--- config.mk ---
export PLATFORM = sky130hd
export DESIGN_NAME = asm_monitor
export DESIGN_NICKNAME = d
export VERILOG_FILES = /design/src/asm_pkg.sv /design/src/asm_isqrt.sv /design/src/asm_monitor.sv
export VERILOG_INCLUDE_DIRS = /design/src /design/src/src
export SDC_FILE = /design/constraint.sdc
export NUM_CORES = 2
export LEC_CHECK = 0
export ABC_AREA = 1
export BUFFER_PORTS_ARGS = -buffer_cell sky130_fd_sc_hd__buf_2
export CAP_MARGIN = 10
export CORE_UTILIZATION = 50
export CTS_BUF_LIST = sky130_fd_sc_hd__clkbuf_16
export DETAILED_ROUTE_END_ITERATION = 7
export GPL_TIMING_DRIVEN = 0
export PLACE_DENSITY = 0.66
export SLEW_MARGIN = 20
export SYNTH_ARGS = -nofsm -noshare
export SYNTH_HDL_FRONTEND = slang
export SYNTH_SLANG_ARGS = --single-unit
export TNS_END_PERCENT = 5
--- constraint.sdc ---
create_clock -name ref_clk -period 71.2 [get_ports ref_clk]
set_clock_uncertainty 0.05 [all_clocks]
set_input_delay 3.56 -clock ref_clk [delete_from_list [all_inputs] [get_ports ref_clk]]
set_output_delay 3.56 -clock ref_clk [all_outputs]
set_load 0.03 [all_outputs]
--- src/asm_cfg.svh ---
// Addresses, field positions, reset values and limits of the signal monitor.
// Assumes it is included by its bare name from the package and the modules.
`ifndef ASM_CFG_SVH
`define ASM_CFG_SVH

// ==========================================================================
// Register addresses
`define ASM_ADDR_CTRL 13'h0112
`define ASM_ADDR_PER0 13'h0113
`define ASM_ADDR_PER1 13'h0114
`define ASM_ADDR_PER2 13'h0115
`define ASM_ADDR_RA0 13'h0116
`define ASM_ADDR_RA1 13'h0117
`define ASM_ADDR_RA2 13'h0118
`define ASM_ADDR_RB0 13'h0119
`define ASM_ADDR_RB1 13'h011a
`define ASM_ADDR_RB2 13'h011b
`define ASM_ADDR_SER 13'h1111

// ==========================================================================
// Field positions
`define ASM_CTRL_EN 0
`define ASM_CTRL_MODE_LO 1
`define ASM_CTRL_MODE_HI 2
`define ASM_CTRL_CPX 3
`define ASM_SER_RMS 0
`define ASM_SER_PEAK 1
`define ASM_SER_THR 2
`define ASM_ON_RMS 0
`define ASM_ON_PEAK 1
`define ASM_ON_THR 2

// ==========================================================================
// Reset values and limits
`define ASM_RST_CTRL 8'h00
`define ASM_RST_SER 8'h00
`define ASM_RST_PERIOD 24'h000080
`define ASM_PERIOD_MIN 24'h000080
`define ASM_TIMER_LAST 24'h000001
`define ASM_MAG_MAX 13'h1fff
`define ASM_POW_MAX 11'h7ff
`define ASM_ACC_MAX 24'hffffff
`define ASM_RES_MAX 20'hfffff

`endif

--- src/asm_pkg.sv ---
// Types shared by the signal monitor modules.
// Assumes asm_cfg.svh is on the include path.
`include "asm_cfg.svh"

package asm_pkg;

  // ========================================================================
  // Data types
  typedef logic [13:0] asm_sample_t;
  typedef logic [12:0] asm_mag_t;
  typedef logic [19:0] asm_res_t;

  typedef enum logic {ASM_IDLE = 1'b0, ASM_RUN = 1'b1} asm_phase_t;

  // Register port request and answer
  typedef struct packed {
    logic wrEn;
    logic rdEn;
    logic [12:0] addr;
    logic [7:0] wrData;
  } asm_reg_req_t;

  typedef struct packed {
    logic rdValid;
    logic [7:0] rdData;
  } asm_reg_ans_t;

  // Serial monitor output words, one set per period
  typedef struct packed {
    logic valid;
    logic rmsEn;
    logic peakEn;
    logic thrEn;
    asm_res_t [1:0] rms;
    asm_mag_t [1:0] peak;
    asm_res_t [1:0] thr;
  } asm_ser_t;

  // Per-channel engine state
  typedef struct packed {
    asm_mag_t holder;
    logic [23:0] acc;
    logic [23:0] cnt;
    asm_res_t monResult;
    asm_mag_t peakRes;
    asm_res_t rmsRes;
    asm_res_t thrRes;
  } asm_chan_t;

  // Whole block state
  typedef struct packed {
    asm_phase_t state;
    logic [7:0] ctrl;
    logic [23:0] period;
    logic [7:0] serCtl;
    logic [2:0] onPrev;
    logic [23:0] timer;
    logic first;
    asm_reg_ans_t ans;
    asm_chan_t [1:0] chan;
    asm_ser_t ser;
  } asm_state_t;

endpackage
--- src/asm_isqrt.sv ---
// Integer square root of a 24-bit value, purely combinational.
// Assumes its output is registered by the instantiating module.
`timescale 1ns/1ps
`default_nettype none

module asm_isqrt
(
  // Operand
  input wire logic [23:0] radicand,
  // Result
  output logic [11:0] root
);

  logic [11:0] trial;
  logic [23:0] square;

  // Bit by bit from the top; a dozen small squares beat a long divider chain
  always_comb
  begin
    root = 12'h000;
    trial = 12'h000;
    square = 24'h000000;
    for (int i = 11; i >= 0; i--)
    begin
      trial = root;
      trial[i] = 1'b1;
      square = {12'h000, trial} * {12'h000, trial};
      if (square <= radicand)
      begin
        root = trial;
      end
    end
  end

endmodule

`default_nettype wire

--- src/asm_monitor.sv ---
// Two-channel signal statistics monitor: peak, rms and threshold counts.
// Assumes samples and register strobes arrive on ref_clk from on-chip logic.
`timescale 1ns/1ps
`default_nettype none

`include "asm_cfg.svh"

module asm_monitor
(
  // Clock and reset
  input wire logic ref_clk,
  input wire logic resetn,
  // Register port from the serial configuration decoder
  input wire asm_pkg::asm_reg_req_t regReq,
  output asm_pkg::asm_reg_ans_t regAns,
  // Sample path, two's complement, one sample per clock per channel
  input wire asm_pkg::asm_sample_t [1:0] sampleIn,
  // Upper thresholds shared with the gain-control logic
  input wire asm_pkg::asm_mag_t [1:0] thrUpper,
  // Results toward the serial monitor output
  output asm_pkg::asm_ser_t serOut
);

  import asm_pkg::*;

  // ========================================================================
  // Helper functions

  // Which measurements run, as {thr, peak, rms}
  function automatic logic [2:0] modeOn(input logic [7:0] ctrl, input logic [7:0] ser);
    logic [2:0] on;
    on = 3'b000;
    on[`ASM_ON_RMS] = (ctrl[`ASM_CTRL_MODE_HI] == 1'b0 && ctrl[`ASM_CTRL_MODE_LO] == 1'b0)
      || ser[`ASM_SER_RMS];
    on[`ASM_ON_PEAK] = (ctrl[`ASM_CTRL_MODE_HI] == 1'b0 && ctrl[`ASM_CTRL_MODE_LO] == 1'b1)
      || ser[`ASM_SER_PEAK];
    on[`ASM_ON_THR] = ctrl[`ASM_CTRL_MODE_HI] || ser[`ASM_SER_THR];
    return on;
  endfunction

  // Magnitude of a sample, the one out-of-range code (full-scale negative) clipped to full scale
  function automatic asm_mag_t magOf(input asm_sample_t s);
    logic [13:0] a;
    a = s[13] ? (~s + 14'h0001) : s;
    return a[13] ? `ASM_MAG_MAX : a[12:0];
  endfunction

  // Square of a magnitude, kept as the top 11 bits of the 26-bit product
  function automatic logic [10:0] powOf(input asm_mag_t m);
    logic [25:0] sq;
    sq = {13'h0000, m} * {13'h0000, m};
    return sq[25:15];
  endfunction

  // Saturating 24-bit add of an 11-bit power
  function automatic logic [23:0] accAdd(input logic [23:0] a, input logic [10:0] p);
    logic [24:0] s;
    s = {1'b0, a} + {14'h0000, p};
    return s[24] ? `ASM_ACC_MAX : s[23:0];
  endfunction

  // Clip a 24-bit count into the 20-bit result
  function automatic asm_res_t clip20(input logic [23:0] c);
    return (c[23:20] != 4'h0) ? `ASM_RES_MAX : c[19:0];
  endfunction

  // Byte read decode; unmapped addresses read as zero
  function automatic logic [7:0] readByte(input asm_state_t s, input logic [12:0] addr);
    logic [7:0] r;
    r = 8'h00;
    case (addr)
      `ASM_ADDR_CTRL: r = s.ctrl;
      `ASM_ADDR_PER0: r = s.period[7:0];
      `ASM_ADDR_PER1: r = s.period[15:8];
      `ASM_ADDR_PER2: r = s.period[23:16];
      `ASM_ADDR_RA0: r = s.chan[0].monResult[7:0];
      `ASM_ADDR_RA1: r = s.chan[0].monResult[15:8];
      `ASM_ADDR_RA2: r = {4'h0, s.chan[0].monResult[19:16]};
      `ASM_ADDR_RB0: r = s.chan[1].monResult[7:0];
      `ASM_ADDR_RB1: r = s.chan[1].monResult[15:8];
      `ASM_ADDR_RB2: r = {4'h0, s.chan[1].monResult[19:16]};
      `ASM_ADDR_SER: r = s.serCtl;
      default: r = 8'h00;
    endcase
    return r;
  endfunction

  // ========================================================================
  // State

  asm_state_t q;
  asm_state_t d;

  asm_mag_t [1:0] mag;
  logic [1:0] [10:0] powRaw;
  logic [1:0] [10:0] pow;
  logic [1:0] above;
  asm_mag_t [1:0] peakNow;
  logic [1:0] [23:0] accNow;
  logic [1:0] [23:0] cntNow;
  logic [1:0] [11:0] root;
  logic [11:0] cpxSum;
  logic [23:0] periodEff;
  logic [2:0] onSet;
  logic enable;
  logic boundary;

  // ========================================================================
  // Per-sample datapath, one copy per channel

  // I^2 + Q^2 for channel A in complex mode, clipped to the 11-bit range
  assign cpxSum = {1'b0, powRaw[0]} + {1'b0, powRaw[1]};

  genvar g;
  generate
    for (g = 0; g < 2; g++)
    begin : gChan
      // Magnitude, power and threshold test of this cycle's sample
      assign mag[g] = magOf(sampleIn[g]);
      assign powRaw[g] = powOf(mag[g]);
      assign above[g] = (mag[g] > thrUpper[g]);

      // Running values including the current sample; first sample seeds them
      assign peakNow[g] = (q.first || mag[g] > q.chan[g].holder) ? mag[g]
        : q.chan[g].holder;
      assign accNow[g] = q.first ? {13'h0000, pow[g]} : accAdd(q.chan[g].acc, pow[g]);
      assign cntNow[g] = (q.chan[g].cnt == `ASM_ACC_MAX) ? q.chan[g].cnt
        : q.chan[g].cnt + {23'h000000, above[g]};

      // Root of the period's sum; registered at the boundary
      asm_isqrt uRoot
      (
        .radicand(accNow[g]),
        .root(root[g])
      );
    end
  endgenerate

  // Channel A power switches to the complex sum; channel B is unchanged
  assign pow[0] = q.ctrl[`ASM_CTRL_CPX] ? (cpxSum[11] ? `ASM_POW_MAX : cpxSum[10:0])
    : powRaw[0];
  assign pow[1] = powRaw[1];

  // Short periods raise to the floor; zero wraps and gives 2^24 cycles
  assign periodEff = (q.period != 24'h000000 && q.period < `ASM_PERIOD_MIN)
    ? `ASM_PERIOD_MIN : q.period;

  // Control decode
  assign onSet = modeOn(q.ctrl, q.serCtl);
  assign enable = q.ctrl[`ASM_CTRL_EN];
  assign boundary = (q.timer == `ASM_TIMER_LAST);

  // ========================================================================
  // Next-state logic

  always_comb
  begin
    d = q;
    d.ans.rdValid = 1'b0;
    d.ser.valid = 1'b0;
    d.onPrev = onSet;

    // Register writes; unmapped addresses are ignored
    if (regReq.wrEn)
    begin
      case (regReq.addr)
        `ASM_ADDR_CTRL: d.ctrl = regReq.wrData;
        `ASM_ADDR_PER0: d.period[7:0] = regReq.wrData;
        `ASM_ADDR_PER1: d.period[15:8] = regReq.wrData;
        `ASM_ADDR_PER2: d.period[23:16] = regReq.wrData;
        `ASM_ADDR_SER: d.serCtl = regReq.wrData;
        default: d.ctrl = q.ctrl;
      endcase
    end

    // Register reads, answered one cycle later from a flop
    if (regReq.rdEn)
    begin
      d.ans.rdValid = 1'b1;
      d.ans.rdData = readByte(q, regReq.addr);
    end

    // Measurement sequencing
    unique case (q.state)
      ASM_IDLE:
      begin
        if (enable)
        begin
          // Start: load the timer, count from the next sample
          d.state = ASM_RUN;
          d.timer = periodEff;
          d.first = 1'b1;
          for (int i = 0; i < 2; i++)
          begin
            d.chan[i].cnt = 24'h000000;
          end
        end
      end
      ASM_RUN:
      begin
        if (!enable)
        begin
          d.state = ASM_IDLE;
        end
        else if (onSet != q.onPrev)
        begin
          // Any change in the selected measurements restarts the period at once
          d.timer = periodEff;
          d.first = 1'b1;
          for (int i = 0; i < 2; i++)
          begin
            d.chan[i].cnt = 24'h000000;
          end
        end
        else if (boundary)
        begin
          // End of period: transfer results, reload, reseed on next sample
          d.timer = periodEff;
          d.first = 1'b1;
          d.ser.valid = 1'b1;
          d.ser.rmsEn = q.serCtl[`ASM_SER_RMS];
          d.ser.peakEn = q.serCtl[`ASM_SER_PEAK];
          d.ser.thrEn = q.serCtl[`ASM_SER_THR];
          for (int i = 0; i < 2; i++)
          begin
            if (onSet[`ASM_ON_PEAK])
            begin
              d.chan[i].peakRes = peakNow[i];
            end
            if (onSet[`ASM_ON_RMS])
            begin
              d.chan[i].rmsRes = {root[i], 8'h00};
            end
            if (onSet[`ASM_ON_THR])
            begin
              d.chan[i].thrRes = clip20(cntNow[i]);
            end
            d.chan[i].cnt = 24'h000000;
            d.chan[i].holder = peakNow[i];
            d.chan[i].acc = accNow[i];
            // Readable result follows the mode field, only here
            if (q.ctrl[`ASM_CTRL_MODE_HI])
            begin
              d.chan[i].monResult = clip20(cntNow[i]);
            end
            else if (q.ctrl[`ASM_CTRL_MODE_LO])
            begin
              d.chan[i].monResult = {7'h00, peakNow[i]};
            end
            else
            begin
              d.chan[i].monResult = {root[i], 8'h00};
            end
            // Unselected measurements keep their last values on the serial side
            d.ser.rms[i] = d.chan[i].rmsRes;
            d.ser.peak[i] = d.chan[i].peakRes;
            d.ser.thr[i] = d.chan[i].thrRes;
          end
        end
        else
        begin
          // Inside a period: fold in this cycle's sample
          d.timer = q.timer - 24'h000001;
          d.first = 1'b0;
          for (int i = 0; i < 2; i++)
          begin
            d.chan[i].holder = peakNow[i];
            d.chan[i].acc = accNow[i];
            d.chan[i].cnt = cntNow[i];
          end
        end
      end
    endcase
  end

  // ========================================================================
  // State register

  always_ff @(posedge ref_clk or negedge resetn)
  begin
    if (!resetn)
    begin
      q <= '0;
      q.state <= ASM_IDLE;
      q.ctrl <= `ASM_RST_CTRL;
      q.serCtl <= `ASM_RST_SER;
      q.period <= `ASM_RST_PERIOD;
    end
    else
    begin
      q <= d;
    end
  end

  // ========================================================================
  // Outputs, all from flops

  assign regAns = q.ans;
  assign serOut = q.ser;

endmodule

`default_nettype wire

==> out/metrics.yaml <==
antennaDiodeCount: 0
die_h_um: 349
run_status: "finished clean"
met2_length_um: 80100
setup.worst_path.class: "in2reg"
die_area_sq_um: 121000
syn-instance-count: 7520
globalplace.congestion: 0.919
critPathSlowestCell: "fa_1"
utilization_pct: 55.3
initial_utilization_pct: 50.6
route.final.wire_length_um: 171000
place.port_buffers: 196
initial_antenna_violation_count: 4
hold_violations: 0
drt-initial-drc-count: 3869
post_dp_cell_area_sq_um: 63200
number_of_hold_repair_buffers_added_at_the_cts_stage: 0
predominant_post_synthesis_flop_cell: "dfrtp_1"
clock_sinks: 350
critical_path.max_stage_delay_ns: 0.61
most-common-layout-cells: "1601 x inv_1, 1023 x nand2_1, 995 x ha_1"
die_w_um: 349
io_pins: 198
drtAntennaViolNets: 0
synthAdderAreaFrac_pct: 40.7
detailed_place_hpwl_um: 138000
root_buffer: "clkbuf_16"
h-tree-depth: 2
worst-endpoint-arrival_ns: 67.56
synth-compound-area-share_pct: 10.6
synthDistinctLibCells: 79
synthSimpleGateAreaFrac_pct: 16.5
synth.net_count: 9192
cts_buffers: 43
final_setup_violation_count: 0
detailedRoute.firstPassIterationCount: 8
met3WireLength_um: 9230
wl_per_cell_um: 18.1
number_of_cell_rows: 126
clock_latency_ns: 0.64
timing.fmax_mhz: 14.9
cts_max_path_buffers: 3
cts_tree: "yes"
grt_max_degree: 96
synth_area_leaders: "ha_1 21%, fa_1 20%, dfrtp_1 15%"
shortest_period_the_worst_path_allows_ns: 67.13
critPathMostFrequentCell: "ha_1"
fin_worst_hold_slack_ns: 0.435
finalInstanceArea_sq_um: 65500
final_common_cell: "inv_1"
vias: 50500
ys_ff_latch: 350
drv_slew: 0
synthDominantCellAreaShare_pct: 20.7
worst_setup_hold_path_clk_slew_ns: 0.06
fraction_of_registers_with_async_set_reset_pct: 100
hold-path-cell-count: 2
synth_largest_area_cell: "ha_1"
cp-start-kind: "primary input"
rr_worst_depth: 267
first_pass_grt_wire_length_um: 271000
synth_edf_count: 0
synth_mux_area_share_pct: 0.0375
synth_sequential_area_ratio_pct: 14.6
syn_area_sq_um: 60000
met1_length_um: 76700
end_kind: "flip-flop"
slew_headroom_pct: 20.7
worst-path-max-fanout: 25
maxCapViolCount: 0
cp.required_ns: 71.63
synth_warnings: 0
worst_pin_slew_ns: 1.18
main_combinational_cell_family_by_area_after_synthesis: "adder cells"
worstHoldPathType: "reg2reg"
avgSynthCellArea_sq_um: 7.98
finish.net_count: 9491
finalCritPeriodShare_pct: 94.3
grt_pass1_vias: 50300
synth_xor_xnor_area_share_pct: 4.85
topRoutingLayerUsed: "met5"
core_area_sq_um: 119000
grt_overflow: 0
post-route-drc-count: 0
areaGrowthSynthToFinish_pct: 9.15
share_of_final_layout_standard_cells_stronger_than_drive_strength_1_pct: 9.59
gr-usage-all-layers_pct: 28.2
routed_via_density: 5.35
## critical path, delay by kind of cell
family          cells  cell delay [ns]
fa+ha+maj          74            28.99
compound gates     57            10.31
buf+inv            47             5.73
simple gates      106            16.66
xor+xnor           13             2.11
## per-stage QoR
step / worst slack [ns] / setup TNS [ns] / instances
5_1_grt: -0.167 / -0.282 / 9452
3_5_place_dp: -6.60 / -17.03 / 9323
4_1_cts: -0.0354 / -0.0354 / 9403
2_1_floorplan: 8.69 / 0 / 7520
3_3_place_gp: -7.12 / -18.98 / 9316
6_report: 4.07 / 0 / 9452
## cells by family (layout without fill, tap and decap cells)
logic type,Yosys count,after routing
mux,2,2
compound gates,1116,1116
fa+ha+maj,1593,1593
xor+xnor,330,330
buf+inv,1898,2227
flops,350,350
simple gates,2231,2234
## layout make-up
type | count | area (sq um)
clock inverters | 35 | 360
well taps | 1600 | 2000
clock buffers | 43 | 1080
plain buffers | 243 | 1500
repair buffers | 252 | 1510
multi-input cells | 5275 | 44100
flip-flops and latches | 350 | 8760
fillers | 11200 | 53000
inverters | 1654 | 6270
## per-layer routing
layer | vias to the layer above | GRT usage [%]
met5 | - | 0
met3 | 234 | 2.71
met4 | 4 | 7.79
met2 | 1400 | 47.4
li1 | 24400 | -
met1 | 24500 | 38.6
## cells in the mapped netlist, types with 27 or more instances
cell,number
nand3_1,231
xor2_1,249
inv_2,34
a31oi_1,47
nand2_2,70
nor2_1,575
nor4_1,46
o22ai_1,42
nor3_1,80
ha_1,995
buf_4,120
a211oi_1,27
inv_1,1601
o21ai_0,360
fa_1,598
xnor2_1,78
nand4_1,70
a21oi_1,449
nand2_1,1034
clkbuf_1,103
o21bai_1,37
dfrtp_1,349
## timing repair
action	CTS	global route
setup buffers	3	46
gates resized for setup	33	99
setup endpoints to repair	4	4
endpoints found under the hold margin	0	0
pin swaps	1	19
cloned	0	3
## path summary, 6_finish.rpt
check                       endpoint  slack (ns)          from
setup / recovery              q[305]        4.07  sampleIn[14]
hold / removal             regAns[2]        0.44     regAns[2]
setup reg to reg              q[305]       12.81        q[341]
hold reg to reg            regAns[2]        0.44     regAns[2]
max in group asynchronous     q[398]       66.97        resetn
min in group asynchronous     q[373]        2.82        resetn
Power is left out: the tool's default activity adds up to more than one toggle a clock period on the data nets, which glitch-free logic cannot reach.
